[src/scdc_pkg.sv]
package scdc_pkg;

  localparam int NCH = 6;

  // --------------------------------------------------------------------
  // Register map (byte addresses)
  // --------------------------------------------------------------------
  localparam logic [11:0] OFF_PREC = 12'h000;
  localparam logic [11:0] OFF_ESTEP0 = 12'h004;
  localparam logic [11:0] OFF_ESTEP1 = 12'h008;
  localparam logic [11:0] OFF_FSTEP0 = 12'h00c;
  localparam logic [11:0] OFF_FSTEP1 = 12'h010;
  // Channel n occupies the page paddr[11:8] = CH_PAGE_FIRST + n
  localparam logic [3:0] CH_PAGE_FIRST = 4'h1;
  localparam logic [3:0] CH_PAGE_LAST = 4'h6;
  // Word index paddr[5:2] inside a channel page
  localparam logic [3:0] CW_SRC = 4'h0;
  localparam logic [3:0] CW_DST = 4'h1;
  localparam logic [3:0] CW_CNT = 4'h2;
  localparam logic [3:0] CW_SYNF = 4'h3;
  localparam logic [3:0] CW_MODE = 4'h4;
  localparam logic [3:0] CW_RSRC = 4'h5;
  localparam logic [3:0] CW_RDST = 4'h6;
  localparam logic [3:0] CW_RCNT = 4'h7;
  localparam logic [3:0] CW_RFRM = 4'h8;

  localparam logic [15:0] PREC_RST = 16'h0000;
  localparam logic [15:0] MODE_RST = 16'h0000;
  localparam logic [15:0] SYNF_RST = 16'h0000;

  // --------------------------------------------------------------------
  // Codes
  // --------------------------------------------------------------------
  localparam logic [3:0] SYNC_NONE = 4'h0;
  localparam logic [3:0] SYNC_SER_LO = 4'h1;
  localparam logic [3:0] SYNC_SER_HI = 4'h6;
  localparam logic [3:0] SYNC_ABU_LO = 4'h7;
  localparam logic [3:0] SYNC_ABU_HI = 4'hc;
  localparam logic [3:0] SYNC_TIMER = 4'hd;
  localparam logic [3:0] SYNC_EXT3 = 4'he;
  localparam logic [3:0] SYNC_RSVD = 4'hf;

  localparam logic [1:0] ISEL_SERIAL = 2'h0;
  localparam logic [1:0] ISEL_CH23 = 2'h1;
  localparam logic [1:0] ISEL_CH0123 = 2'h2;

  typedef enum logic [2:0] {
    IDX_HOLD = 3'b000,
    IDX_INC = 3'b001,
    IDX_DEC = 3'b010,
    IDX_STEP0 = 3'b011,
    IDX_STEP1 = 3'b100
  } scdc_idx_t;

  typedef enum logic [1:0] {
    ST_IDLE = 2'b00,
    ST_RD = 2'b01,
    ST_WR = 2'b10
  } scdc_state_t;

  typedef struct packed {
    logic free_run;
    logic per_channel_reload_select;
    logic [5:0] channel_priority_bits;
    logic [1:0] interrupt_line_select;
    logic [5:0] channel_enable_bits;
  } scdc_prec_t;

  typedef struct packed {
    logic auto_reload_enable;
    logic interrupt_enable_mode_bit;
    logic interrupt_mode_bit;
    logic doubleword;
    logic rsv_a;
    logic [2:0] source_index_select;
    logic [2:0] rsv_b;
    logic [2:0] destination_index_select;
    logic [1:0] rsv_c;
  } scdc_mode_t;

  typedef struct packed {
    logic [3:0] sync_event_select;
    logic [3:0] rsv;
    logic [7:0] frame_counter;
  } scdc_synf_t;

endpackage

[src/scdc_dma_ctrl.sv]
`timescale 1ns/1ps
// Operation
// - Each channel high or low priority, round-robin.
// - Addresses hold, increment, decrement or step.
// - DMA addressing ignores processor memory mode bits.
// - Auto reload working registers after each block.
// - Reload registers sampled only at block end.
// - Reload set select picks channel 0 or own.
// - Eight-bit frame counter; zero means single frame.
// - Frame counter reloads at block end if auto.
// - Sixteen-bit element counter decrements per element read.
// - Element counter reloads at block end if auto.
// - Doubleword element is two 16-bit transfers.
// - Index selects choose one of two steps.
// - Last transfer of frame adds frame step.
// - Autobuffer interrupts at full, or half and full.
// - Multiframe interrupts at block, or every frame.
// - Four-bit sync select picks the trigger event.
// - All six channels raise interrupt requests; only channels 0 to 3 reach the CPU lines.
// - Line select routes shared interrupt lines.
// - Priority-enable register bit layout.
// - Block completion clears the channel enable bit unless auto reload is on.
module scdc_dma_ctrl (
  input wire logic pclk,
  input wire logic presetn,
  input wire logic psel,
  input wire logic penable,
  input wire logic pwrite,
  input wire logic [11:0] paddr,
  input wire logic [31:0] pwdata,
  output logic [31:0] prdata,
  output logic pready,
  output logic pslverr,
  output logic mem_req,
  output logic mem_we,
  output logic [15:0] mem_addr,
  output logic [15:0] mem_wdata,
  input wire logic mem_ack,
  input wire logic [15:0] mem_rdata,
  input wire logic [5:0] serial_evt,
  input wire logic timer_evt,
  input wire logic ext3_evt,
  input wire logic serial2_receive_interrupt,
  input wire logic serial2_transmit_interrupt,
  input wire logic serial1_receive_interrupt,
  input wire logic serial1_transmit_interrupt,
  output logic [3:0] cpu_int_line,
  output logic [5:0] channel_int
);

  // ----------------------------------------------------------------------
  // State
  // ----------------------------------------------------------------------
  scdc_pkg::scdc_prec_t prec_r;
  scdc_pkg::scdc_mode_t mode_r [6];
  scdc_pkg::scdc_synf_t synf_r [6];
  logic [15:0] src_r [6];
  logic [15:0] dst_r [6];
  logic [15:0] cnt_r [6];
  logic [15:0] einit_r [6];
  logic [15:0] rsrc_r [6];
  logic [15:0] rdst_r [6];
  logic [15:0] rcnt_r [6];
  logic [7:0] rfrm_r [6];
  logic [15:0] estep_r [2];
  logic [15:0] fstep_r [2];
  logic [5:0] pend_r;
  logic [2:0] rr_hi_r;
  logic [2:0] rr_lo_r;
  scdc_pkg::scdc_state_t st_r;
  logic [2:0] ch_r;
  logic half_r;
  logic last_r;
  logic blk_r;
  logic halfhit_r;
  logic [5:0] ch_int_r;
  logic [3:0] line_r;
  logic [31:0] prdata_r;

  logic [15:0] rd_val;
  logic unmapped;
  logic ch_hit;
  logic [2:0] ci;
  logic [3:0] cw;
  logic wr_en;
  logic [5:0] req;
  logic [5:0] hi_req;
  logic [5:0] lo_req;
  logic grant;
  logic [2:0] gch;
  logic rd_done;
  logic wr_done;
  logic fin;
  logic elem_done;
  logic last_now;
  logic [2:0] rsel;
  scdc_pkg::scdc_mode_t cur_mode;
  logic [15:0] cur_src;
  logic [15:0] cur_cnt;
  logic [7:0] cur_frm;
  logic [3:0] cur_sync;
  logic [7:0] evts;

  // ----------------------------------------------------------------------
  // Functions
  // ----------------------------------------------------------------------
  function automatic logic [2:0] rr_pick(input logic [5:0] m, input logic [2:0] last);
    logic [2:0] r;
    int k;
    r = 3'd0;
    for (int i = 6; i >= 1; i--) begin
      k = (int'(last) + i) % 6;
      if (m[k]) begin
        r = 3'(k);
      end
    end
    return r;
  endfunction

  function automatic logic [15:0] adj(input logic [15:0] a, input logic [2:0] sel,
                                      input logic [15:0] s0, input logic [15:0] s1);
    case (sel)
      scdc_pkg::IDX_INC: adj = a + 16'h0001;
      scdc_pkg::IDX_DEC: adj = a - 16'h0001;
      scdc_pkg::IDX_STEP0: adj = a + s0;
      scdc_pkg::IDX_STEP1: adj = a + s1;
      default: adj = a;
    endcase
  endfunction

  function automatic logic evt_hit(input logic [3:0] code, input logic [7:0] ev);
    if (code >= scdc_pkg::SYNC_SER_LO && code <= scdc_pkg::SYNC_SER_HI) begin
      evt_hit = ev[3'(code - scdc_pkg::SYNC_SER_LO)];
    end else if (code >= scdc_pkg::SYNC_ABU_LO && code <= scdc_pkg::SYNC_ABU_HI) begin
      evt_hit = ev[3'(code - scdc_pkg::SYNC_ABU_LO)];
    end else if (code == scdc_pkg::SYNC_TIMER) begin
      evt_hit = ev[6];
    end else if (code == scdc_pkg::SYNC_EXT3) begin
      evt_hit = ev[7];
    end else begin
      evt_hit = 1'b0;
    end
  endfunction

  // ----------------------------------------------------------------------
  // APB slave
  // ----------------------------------------------------------------------
  always_comb begin
    rd_val = 16'h0000;
    unmapped = 1'b0;
    ch_hit = 1'b0;
    ci = 3'(paddr[11:8] - scdc_pkg::CH_PAGE_FIRST);
    cw = paddr[5:2];
    case (paddr)
      scdc_pkg::OFF_PREC: rd_val = prec_r;
      scdc_pkg::OFF_ESTEP0: rd_val = estep_r[0];
      scdc_pkg::OFF_ESTEP1: rd_val = estep_r[1];
      scdc_pkg::OFF_FSTEP0: rd_val = fstep_r[0];
      scdc_pkg::OFF_FSTEP1: rd_val = fstep_r[1];
      default: begin
        ch_hit = paddr[11:8] >= scdc_pkg::CH_PAGE_FIRST && paddr[11:8] <= scdc_pkg::CH_PAGE_LAST &&
                 paddr[7:6] == 2'b00 && paddr[1:0] == 2'b00 && cw <= scdc_pkg::CW_RFRM;
        unmapped = !ch_hit;
        if (ch_hit) begin
          case (cw)
            scdc_pkg::CW_SRC: rd_val = src_r[ci];
            scdc_pkg::CW_DST: rd_val = dst_r[ci];
            scdc_pkg::CW_CNT: rd_val = cnt_r[ci];
            scdc_pkg::CW_SYNF: rd_val = synf_r[ci];
            scdc_pkg::CW_MODE: rd_val = mode_r[ci];
            scdc_pkg::CW_RSRC: rd_val = rsrc_r[ci];
            scdc_pkg::CW_RDST: rd_val = rdst_r[ci];
            scdc_pkg::CW_RCNT: rd_val = rcnt_r[ci];
            default: rd_val = {8'h00, rfrm_r[ci]};
          endcase
        end
      end
    endcase
  end

  assign wr_en = psel && penable && pwrite && !unmapped;
  assign pready = 1'b1;
  assign pslverr = psel && penable && unmapped;
  assign prdata = prdata_r;

  always_ff @(posedge pclk or negedge presetn) begin
    if (!presetn) begin
      prdata_r <= 32'h00000000;
    end else if (psel && !penable && !pwrite) begin
      prdata_r <= {16'h0000, rd_val};
    end
  end

  // ----------------------------------------------------------------------
  // Priority and enable register
  // ----------------------------------------------------------------------
  always_ff @(posedge pclk or negedge presetn) begin
    if (!presetn) begin
      prec_r <= scdc_pkg::PREC_RST;
      estep_r[0] <= 16'h0000;
      estep_r[1] <= 16'h0000;
      fstep_r[0] <= 16'h0000;
      fstep_r[1] <= 16'h0000;
    end else begin
      if (wr_en && paddr == scdc_pkg::OFF_PREC) begin
        prec_r <= scdc_pkg::scdc_prec_t'(pwdata[15:0]);
      end
      if (wr_en && paddr == scdc_pkg::OFF_ESTEP0) estep_r[0] <= pwdata[15:0];
      if (wr_en && paddr == scdc_pkg::OFF_ESTEP1) estep_r[1] <= pwdata[15:0];
      if (wr_en && paddr == scdc_pkg::OFF_FSTEP0) fstep_r[0] <= pwdata[15:0];
      if (wr_en && paddr == scdc_pkg::OFF_FSTEP1) fstep_r[1] <= pwdata[15:0];
      // Hardware clear beats a racing software write so no stray transfer follows
      if (elem_done && blk_r && !cur_mode.auto_reload_enable) begin
        prec_r.channel_enable_bits[ch_r] <= 1'b0;
      end
    end
  end

  // ----------------------------------------------------------------------
  // Synchronisation and arbitration
  // ----------------------------------------------------------------------
  assign evts = {ext3_evt, timer_evt, serial_evt};

  always_comb begin
    for (int i = 0; i < 6; i++) begin
      req[i] = prec_r.channel_enable_bits[i] &&
               (synf_r[i].sync_event_select == scdc_pkg::SYNC_NONE || pend_r[i]);
    end
  end

  assign hi_req = req & prec_r.channel_priority_bits;
  assign lo_req = req & ~prec_r.channel_priority_bits;
  assign grant = st_r == scdc_pkg::ST_IDLE && |req;
  assign gch = |hi_req ? rr_pick(hi_req, rr_hi_r) : rr_pick(lo_req, rr_lo_r);

  always_ff @(posedge pclk or negedge presetn) begin
    if (!presetn) begin
      pend_r <= 6'h00;
    end else begin
      for (int i = 0; i < 6; i++) begin
        // An event in the take cycle is kept
        pend_r[i] <= evt_hit(synf_r[i].sync_event_select, evts) ||
                     (pend_r[i] && !(grant && gch == 3'(i)));
      end
    end
  end

  always_ff @(posedge pclk or negedge presetn) begin
    if (!presetn) begin
      rr_hi_r <= 3'd5;
      rr_lo_r <= 3'd5;
    end else if (grant) begin
      if (|hi_req) rr_hi_r <= gch;
      else rr_lo_r <= gch;
    end
  end

  // ----------------------------------------------------------------------
  // Transfer sequencer
  // ----------------------------------------------------------------------
  assign cur_mode = mode_r[ch_r];
  assign cur_src = src_r[ch_r];
  assign cur_cnt = cnt_r[ch_r];
  assign cur_frm = synf_r[ch_r].frame_counter;
  assign cur_sync = synf_r[ch_r].sync_event_select;
  assign rd_done = st_r == scdc_pkg::ST_RD && mem_ack;
  assign wr_done = st_r == scdc_pkg::ST_WR && mem_ack;
  assign fin = !cur_mode.doubleword || half_r;
  assign elem_done = wr_done && fin;
  assign last_now = fin && cur_cnt == 16'h0000;
  assign rsel = prec_r.per_channel_reload_select ? ch_r : 3'd0;
  assign mem_req = st_r != scdc_pkg::ST_IDLE;

  always_ff @(posedge pclk or negedge presetn) begin
    if (!presetn) begin
      st_r <= scdc_pkg::ST_IDLE;
      ch_r <= 3'd0;
      half_r <= 1'b0;
      last_r <= 1'b0;
      blk_r <= 1'b0;
      halfhit_r <= 1'b0;
      mem_we <= 1'b0;
      mem_addr <= 16'h0000;
      mem_wdata <= 16'h0000;
    end else begin
      case (st_r)
        scdc_pkg::ST_IDLE: begin
          if (grant) begin
            st_r <= scdc_pkg::ST_RD;
            ch_r <= gch;
            half_r <= 1'b0;
            mem_we <= 1'b0;
            mem_addr <= src_r[gch];
          end
        end
        scdc_pkg::ST_RD: begin
          if (mem_ack) begin
            st_r <= scdc_pkg::ST_WR;
            last_r <= last_now;
            blk_r <= last_now && cur_frm == 8'h00;
            halfhit_r <= fin && !last_now && cur_cnt == (einit_r[ch_r] >> 1);
            mem_we <= 1'b1;
            mem_addr <= dst_r[ch_r];
            mem_wdata <= mem_rdata;
          end
        end
        scdc_pkg::ST_WR: begin
          if (mem_ack) begin
            mem_we <= 1'b0;
            if (fin) begin
              st_r <= scdc_pkg::ST_IDLE;
            end else begin
              st_r <= scdc_pkg::ST_RD;
              half_r <= 1'b1;
              mem_addr <= cur_src;
            end
          end
        end
        default: st_r <= scdc_pkg::ST_IDLE;
      endcase
    end
  end

  // ----------------------------------------------------------------------
  // Channel context: software writes, address and count updates
  // ----------------------------------------------------------------------
  always_ff @(posedge pclk or negedge presetn) begin
    if (!presetn) begin
      for (int i = 0; i < 6; i++) begin
        mode_r[i] <= scdc_pkg::MODE_RST;
        synf_r[i] <= scdc_pkg::SYNF_RST;
        src_r[i] <= 16'h0000;
        dst_r[i] <= 16'h0000;
        cnt_r[i] <= 16'h0000;
        einit_r[i] <= 16'h0000;
        rsrc_r[i] <= 16'h0000;
        rdst_r[i] <= 16'h0000;
        rcnt_r[i] <= 16'h0000;
        rfrm_r[i] <= 8'h00;
      end
    end else begin
      if (rd_done) begin
        src_r[ch_r] <= adj(cur_src, cur_mode.source_index_select,
                           last_now ? fstep_r[0] : estep_r[0],
                           last_now ? fstep_r[1] : estep_r[1]);
        if (fin && cur_cnt != 16'h0000) begin
          cnt_r[ch_r] <= cur_cnt - 16'h0001;
        end else if (last_now && cur_frm != 8'h00) begin
          synf_r[ch_r].frame_counter <= cur_frm - 8'h01;
          cnt_r[ch_r] <= einit_r[ch_r];
        end
      end
      if (wr_done) begin
        dst_r[ch_r] <= adj(dst_r[ch_r], cur_mode.destination_index_select,
                           (fin && last_r) ? fstep_r[0] : estep_r[0],
                           (fin && last_r) ? fstep_r[1] : estep_r[1]);
      end
      if (elem_done && blk_r && cur_mode.auto_reload_enable) begin
        src_r[ch_r] <= rsrc_r[rsel];
        dst_r[ch_r] <= rdst_r[rsel];
        cnt_r[ch_r] <= rcnt_r[rsel];
        einit_r[ch_r] <= rcnt_r[rsel];
        synf_r[ch_r].frame_counter <= rfrm_r[rsel];
      end
      if (wr_en && ch_hit) begin
        case (cw)
          scdc_pkg::CW_SRC: src_r[ci] <= pwdata[15:0];
          scdc_pkg::CW_DST: dst_r[ci] <= pwdata[15:0];
          scdc_pkg::CW_CNT: begin
            cnt_r[ci] <= pwdata[15:0];
            einit_r[ci] <= pwdata[15:0];
          end
          scdc_pkg::CW_SYNF: synf_r[ci] <= scdc_pkg::scdc_synf_t'(pwdata[15:0]);
          scdc_pkg::CW_MODE: mode_r[ci] <= scdc_pkg::scdc_mode_t'(pwdata[15:0]);
          scdc_pkg::CW_RSRC: rsrc_r[ci] <= pwdata[15:0];
          scdc_pkg::CW_RDST: rdst_r[ci] <= pwdata[15:0];
          scdc_pkg::CW_RCNT: rcnt_r[ci] <= pwdata[15:0];
          default: rfrm_r[ci] <= pwdata[7:0];
        endcase
      end
    end
  end

  // ----------------------------------------------------------------------
  // Channel interrupts and CPU line routing
  // ----------------------------------------------------------------------
  always_ff @(posedge pclk or negedge presetn) begin
    if (!presetn) begin
      ch_int_r <= 6'h00;
    end else begin
      ch_int_r <= 6'h00;
      if (elem_done && cur_mode.interrupt_enable_mode_bit) begin
        if (cur_sync >= scdc_pkg::SYNC_ABU_LO && cur_sync <= scdc_pkg::SYNC_ABU_HI) begin
          ch_int_r[ch_r] <= last_r || (cur_mode.interrupt_mode_bit && halfhit_r);
        end else begin
          ch_int_r[ch_r] <= cur_mode.interrupt_mode_bit ? last_r : blk_r;
        end
      end
    end
  end

  assign channel_int = ch_int_r;

  always_ff @(posedge pclk or negedge presetn) begin
    if (!presetn) begin
      line_r <= 4'h0;
    end else begin
      case (prec_r.interrupt_line_select)
        scdc_pkg::ISEL_CH23: line_r <= {ch_int_r[3], ch_int_r[2], serial2_transmit_interrupt,
                                        serial2_receive_interrupt};
        scdc_pkg::ISEL_CH0123: line_r <= ch_int_r[3:0];
        default: line_r <= {serial1_transmit_interrupt, serial1_receive_interrupt,
                            serial2_transmit_interrupt, serial2_receive_interrupt};
      endcase
    end
  end

  assign cpu_int_line = line_r;
endmodule // scdc_dma_ctrl

[config.mk]
export PLATFORM = sky130hd
export DESIGN_NAME = scdc_dma_ctrl
export DESIGN_NICKNAME = d
export VERILOG_FILES = /design/src/scdc_pkg.sv /design/src/scdc_dma_ctrl.sv
export SDC_FILE = /design/constraint.sdc
export NUM_CORES = 2
export LEC_CHECK = 0
export ABC_CLOCK_PERIOD_IN_PS = 9000
export BUFFER_PORTS_ARGS = -buffer_cell sky130_fd_sc_hd__buf_2
export CAP_MARGIN = 20
export CORE_MARGIN = 10
export CORE_UTILIZATION = 50
export CTS_CLUSTER_SIZE = 24
export DETAILED_ROUTE_END_ITERATION = 7
export PLACE_DENSITY = 0.66
export SLEW_MARGIN = 30
export SYNTH_ARGS = -nofsm -noshare
export SYNTH_HDL_FRONTEND = slang
export SYNTH_SLANG_ARGS = --single-unit
[constraint.sdc]
create_clock -name pclk -period 9 [get_ports pclk]
set_input_delay 0.9 -clock pclk [delete_from_list [all_inputs] [get_ports pclk]]
set_output_delay 0.9 -clock pclk [all_outputs]
set_load 0.01 [all_outputs]
; ---- Word-level counts from Yosys, hierarchy flattened
; Index checks and enable logic that the tools add are counted.
[totals]
ff_bits = 1072
inputBits = 78
output_inout_bits = 78
elab_cells = 686
[classes]
addsub = 35
div = 12
n_lt_le_gt_ge = 61
eq_ne = 45
n_mux = 247
bitwise_logic = 13
n_reduce_logical = 129
[ops]
columns = op, n
row1 = $mux 96, 23
row2 = $bwmux 96, 19
row3 = $bmux 16 s3, 18
row4 = $mux 16, 49
row5 = $lt 32x5->1 const B, 12
row6 = $mod 32x4->32 const B, 12
row7 = $demux 16 s3, 3
row8 = $pmux 16 s4, 2
row9 = $pmux 16 s8, 1
row10 = $pmux 16 s5, 1
row11 = $bmux 1 s3, 24
row12 = $mux 1, 70
row13 = $logic_and 1x1->1, 66
row14 = $add 16x16->16, 4
row15 = $lt 3x4->1 const B, 13
row16 = $bmux 8 s3, 2
row17 = $bwmux 48, 1
row18 = $eq 4x4->1 const B, 12
row19 = $mux 8, 6
row20 = $pmux 16 s3, 1
row21 = $sub 16x1->16 const B, 3
row22 = $mux 3, 14
row23 = $add 16x1->16 const B, 2
row24 = $le 4x4->1 const B, 8
row25 = other kinds (56), 176

; ---- Logic depth before layout (Yosys ltp)
[depth]
word_depth = 20
depth_mapped = 30
mapped_depth_nobuf = 24

; ---- Least setup slack after synthesis
; OpenSTA, ideal clock, no wires.
[synth_path]
path_kind = register -> register
start = reg ch_r[0]
end = reg src_r[63] in the netlist's numbering
setup_time_ns = 0.148
t_arrival_ns = 6.106
t_required_ns = 8.852
slack_ns = 2.746
path_stages_with_launch = 28
n_path_buf = 5
path_cell_list = dfrtp_1 > buf_4 > buf_6 > buf_6 > mux2_2 > a222oi_1 > ha_1 > and3b_1 > nand4b_1 > nor4_2 > buf_4 > nand2_4 > clkbuf_1 > mux2i_1 > a21oi_1 > nor2_1 > inv_1 > ha_1 > a21o_1 > a211oi_1 > o21ai_0 > a2111oi_0 > o31ai_1 > o41ai_1 > nor2_1 > mux2i_1 > xor2_1 > a311oi_1
[synth_via]
elab_chain_len = 18
[synth_lines]
columns = item, line_no
row1 = from (decl), scdc_dma_ctrl.sv:71  ; logic [2:0] ch_r;
row2 = from (signal assigned), scdc_dma_ctrl.sv:290  ; ch_r <= gch;
row3 = "parallel branches: the longest is 14 deep, another holds $add 16x16->16", --
row4 = $mux 96 *, scdc_dma_ctrl.sv:358  ; if (elem_done && blk_r && cur_mode.auto_reload_enable) begin
row5 = $bwmux 96, scdc_dma_ctrl.sv:367  ; scdc_pkg::CW_SRC: src_r[ci] <= pwdata[15:0];
row6 = $mux 96, scdc_dma_ctrl.sv:366  ; case (cw)
row7 = $mux 96 *, scdc_dma_ctrl.sv:365  ; if (wr_en && ch_hit) begin
row8 = "to (signal, indexed assignment)", scdc_dma_ctrl.sv:343  ; src_r[ch_r] <= adj(cur_src, cur_mode.source_index_select,
row9 = "to (signal, indexed assignment)", scdc_dma_ctrl.sv:359  ; src_r[ch_r] <= rsrc_r[rsel];
row10 = "to (signal, indexed assignment)", scdc_dma_ctrl.sv:367
row11 = to (decl), scdc_dma_ctrl.sv:57  ; logic [15:0] src_r [6];
; Mark *: on every way between the ends. The select of a mux whose other input is x is not followed.
; A chain may end at the register's enable or synchronous reset.

; ---- Worst setup path in the final report
[layout_path]
start = reg ch_r[2]
end = reg src_r[63] in the netlist's numbering
; The elaborated chain is that of the path after synthesis.

==> flow_summary.json <==
{
  "worstSetupStartpoint": "ch_r[2]$_DFFE_PN0P_",
  "tightest_slew_ns": 1.211,
  "p_sw_mw": 4.824,
  "die_y_um": 392.3,
  "final_area_mm2": 0.07614,
  "fin_hold_ws_ns": 0.1128,
  "core-area_mm2": 0.1375,
  "ys_types": 96,
  "holdBufCountCts": 0,
  "cts_resized": 0,
  "critPathMaxStageDelay_ns": 0.82,
  "io_pins": 156,
  "p_leak_nw": 33.92,
  "nFillCells": 12470,
  "dpl.hpwl_um": 205000,
  "fin_crit_sh_pct": 91.10,
  "grt-ovfl-total": 0,
  "cts-buffers-inserted": 121,
  "setup_slack_ns": 0.8011,
  "path_max_fanout": 32,
  "hold_viol_final": 0,
  "violations": "design-rule violations",
  "num_rows": 136,
  "htreeDepth": 3,
  "power_switching_share_pct": 34.69,
  "pwr-share-seq_pct": 38.2,
  "antenna_found_initial": 30,
  "end_kind": "flop",
  "min_path_type": "in2async",
  "ys_warn_count": 0,
  "final_net_count": 8087,
  "drtPass1Iterations": 8,
  "synthCells": 8092,
  "grt_pass1_wl_um": 454900,
  "endpoint": "src_r[63]$_DFF_PN0_",
  "grt_max_degree": 148,
  "seq_area_mm2": 0.02684,
  "cp.required_ns": 9.62,
  "cts_tree": "done",
  "io_buffers": 122,
  "setup_viol": 0,
  "cp-start-kind": "flop",
  "reg2regPathDepth": 22,
  "timing.rr.start": "ch_r[2]$_DFFE_PN0P_",
  "clockBufferDepth": 3,
  "design.die.area_mm2": 0.1539,
  "drc": 18,
  "multi_input_area_mm2": 0.03974,
  "cts_root_buf": "clkbuf_16",
  "pwr-share-comb_pct": 24.0,
  "preCtsSetupSlack_ns": 1.095,
  "netlist.area_leader.share_pct": 38.57,
  "fin_tns_setup_ns": 0,
  "routed_wl_um": 316800,
  "crit_path_top_delay_cell": "dfrtp_4",
  "wire_per_inst_um": 32.27,
  "fp.dieW_um": 392.3,
  "slew_headroom_pct": 19.28,
  "postCtsSetupBuffers": 0,
  "drive_above_1_share_pct": 17.42,
  "grtUsageTotal_pct": 39.68,
  "powerDensity_mw_per_mm2": 182.6,
  "rsz0062_at_grt": "false",
  "r2r_end": "src_r[63]$_DFF_PN0_",
  "fin_crit_ns": 8.199,
  "grt_pass1_vias": 64680,
  "via_count": 69420,
  "arrival_ns": 8.82,
  "clk_latency_ns": 0.81,
  "status": "finished, violations left",
  "drtIter0Drc": 11620,
  "power_frac_clock_pct": 37.8,
  "syn_area_mm2": 0.06929,
  "ys_seq_area_share_pct": 38.72,
  "yosys.area.top_type": "dfrtp_1",
  "worstPathCellList": "buf_4 > nor3b_2 > a222oi_1 > ha_1 > and3b_1 > nand4b_1 > nor4_4 > nand2_4 > buf_4 > mux2_2 > o32a_1 > ha_1 > a21o_1 > a211oi_1 > o21ai_0 > a2111oi_0 > o31ai_1 > o41ai_1 > nor2_1 > mux2i_1 > xor2_1 > a311oi_1",
  "finalMaxSlewViolations": 0,
  "synthTopCellsByArea": "dfrtp_1 39%, mux2_2 10%, nand2_1 6.6%",
  "clk_pin_slew_ns": 0.06,
  "initial_utilization_pct": 50.39,
  "placed_area_mm2": 0.07192,
  "gp_congestion": 1.054,
  "area_growth_pct": 9.896,
  "avgSynthCellArea_um2": 8.562,
  "rrSetupSlack_ns": 0.80,
  "clock_sinks": 1072,
  "utilization_pct": 55.38,
  "ys_ff_latch": 1072,
  "routed_via_density": 7.071,
  "max_freq_mhz": 122.0,
  "skew_ns": 0.04350,
  "p_int_mw": 9.083,
  "async_flop_share_pct": 100.0,
  "path_class": "reg2reg",
  "antenna_left": 0,
  "ir_drop_mv": 0.1679,
  "synth_enable_flop_cells": 0,
  "cap_violations": 0,
  "synth_top_flop_cell": "dfrtp_1"
}
## Yosys cell counts (11+ instances only)
master     number
nand2_1      1211
dfrtp_1      1068
nor2_1        839
o21ai_0       702
mux2_2        617
clkbuf_1      542
a21oi_1       508
nand3_1       418
mux2i_1       355
a22oi_1       165
o22ai_1       165
a222oi_1      127
nor3_1        120
a211oi_1      115
ha_1           95
buf_1          82
o211ai_1       81
buf_2          70
inv_1          67
xnor2_1        49
a221o_1        43
nor2b_1        36
o221ai_1       34
a221oi_1       31
mux4_2         30
nand2b_1       29
a31oi_1        28
xor2_1         28
buf_4          27
o31ai_1        26
a22o_1         25
o21ai_1        24
and3_1         21
o2111ai_1      21
a31o_2         20
a21o_1         16
and2_1         15
nand3b_1       15
or3_1          14
a2111oi_0      13
nor4_1         12
or4_1          12
o21a_1         11
or2_2          11
## kinds of logic after synthesis
| kind of cell | Yosys count | synth area share, % |
|---|---|---|
| AOI/OAI and AO/OA | 2235 | 20.47 |
| other | 2 | 0.01084 |
| buffers and inverters | 797 | 4.668 |
| DFF | 1072 | 38.72 |
| and+or+nand+nor | 2809 | 17.23 |
| muxes | 1003 | 16.15 |
| adders and majority gates | 97 | 1.773 |
| xor gates and xnor gates | 77 | 0.9733 |
## flip-flops by register name, indices dropped and copies added, names as in the netlist, 96 cells and up
| register | cells |
|---|---|
| dst_r | 96 |
| einit_r | 96 |
| synf_r | 96 |
| rdst_r | 96 |
| rsrc_r | 96 |
| rcnt_r | 96 |
| cnt_r | 96 |
| mode_r | 96 |
| src_r | 96 |
## area by class of cell
cell class | instances | area share, %
multi-input combinational | 6238 | 52.19
sequential | 1072 | 35.25
clock buffer | 177 | 4.635
timing repair buffer | 411 | 3.886
tap | 1794 | 2.948
clock inverter | 42 | 0.7115
inverter | 68 | 0.3352
antenna | 15 | 0.04930
## layout by cell type (no fill, tap or decap), drive strengths merged, types with 30 or more instances in the layout
cell / Yosys / final
inv: 67 / 71
a22oi: 165 / 165
nor2: 843 / 843
a222oi: 127 / 127
mux4: 30 / 30
o211ai: 81 / 81
dfrtp: 1068 / 1068
clkbuf: 543 / 178
o221ai: 34 / 34
nand3: 419 / 419
nor2b: 36 / 36
xnor2: 49 / 49
mux2: 618 / 618
a221oi: 31 / 31
ha: 95 / 95
nor3: 123 / 123
a221o: 43 / 43
o21ai: 727 / 727
nand2: 1212 / 1212
buf: 186 / 410
a211oi: 115 / 115
o22ai: 165 / 165
a21oi: 508 / 508
mux2i: 355 / 355
## metal layers
layer  part of all wire, %  routed length (um)  track usage, %  up-vias
li1                      -                   -               -    29000
met1                    36              115400           50.17    33530
met2                    40              125400           53.95     5496
met3                    16               49960           17.30     1354
met4                   8.1               25530           27.01       34
met5                  0.14                 448           1.065        -
## critical path, delay by kind of cell, from the launching register on
family                   cells  cell delay (ns)
multiplexers                 2             0.52
AO/OA/AOI/OAI                9             3.24
buffers and inverters        2             0.77
flip-flops                   1             0.82
adder cells (fa/ha/maj)      2             0.56
AND/OR/NAND/NOR              6             1.64
XOR/XNOR                     1             0.42
## worst min-delay path by stage
stage                                     end  slack [ns]
floorplan              synf_r[40]$_DFFE_PN0P_        0.44
global placement        synf_r[8]$_DFFE_PN0P_        0.45
detailed placement     synf_r[74]$_DFFE_PN0P_        0.46
CTS                 cpu_int_line[1]$_DFF_PN0_        0.13
global route        cpu_int_line[0]$_DFF_PN0_        0.16
finish              cpu_int_line[0]$_DFF_PN0_        0.11
## metrics by stage
stage	total power [mW]	instances
floorplan	7.235	8107
global placement	8.504	9557
detailed placement	8.548	9575
CTS	13.72	9794
global route	14.26	9806
finish	13.91	9817
## power by group through the flow
| stage | clock network [mW] | registers [mW] | logic, mW |
|---|---|---|---|
| after global routing | 5.44 | 5.33 | 3.49 |
| after detailed placement | 0 | 5.38 | 3.17 |
| final | 5.25 | 5.32 | 3.34 |
| after CTS | 5.24 | 5.30 | 3.18 |
| after global placement | 0 | 5.37 | 3.13 |
| after floorplan | 0 | 5.33 | 1.90 |
No activity file was read; power rests on OpenSTA's default activity.
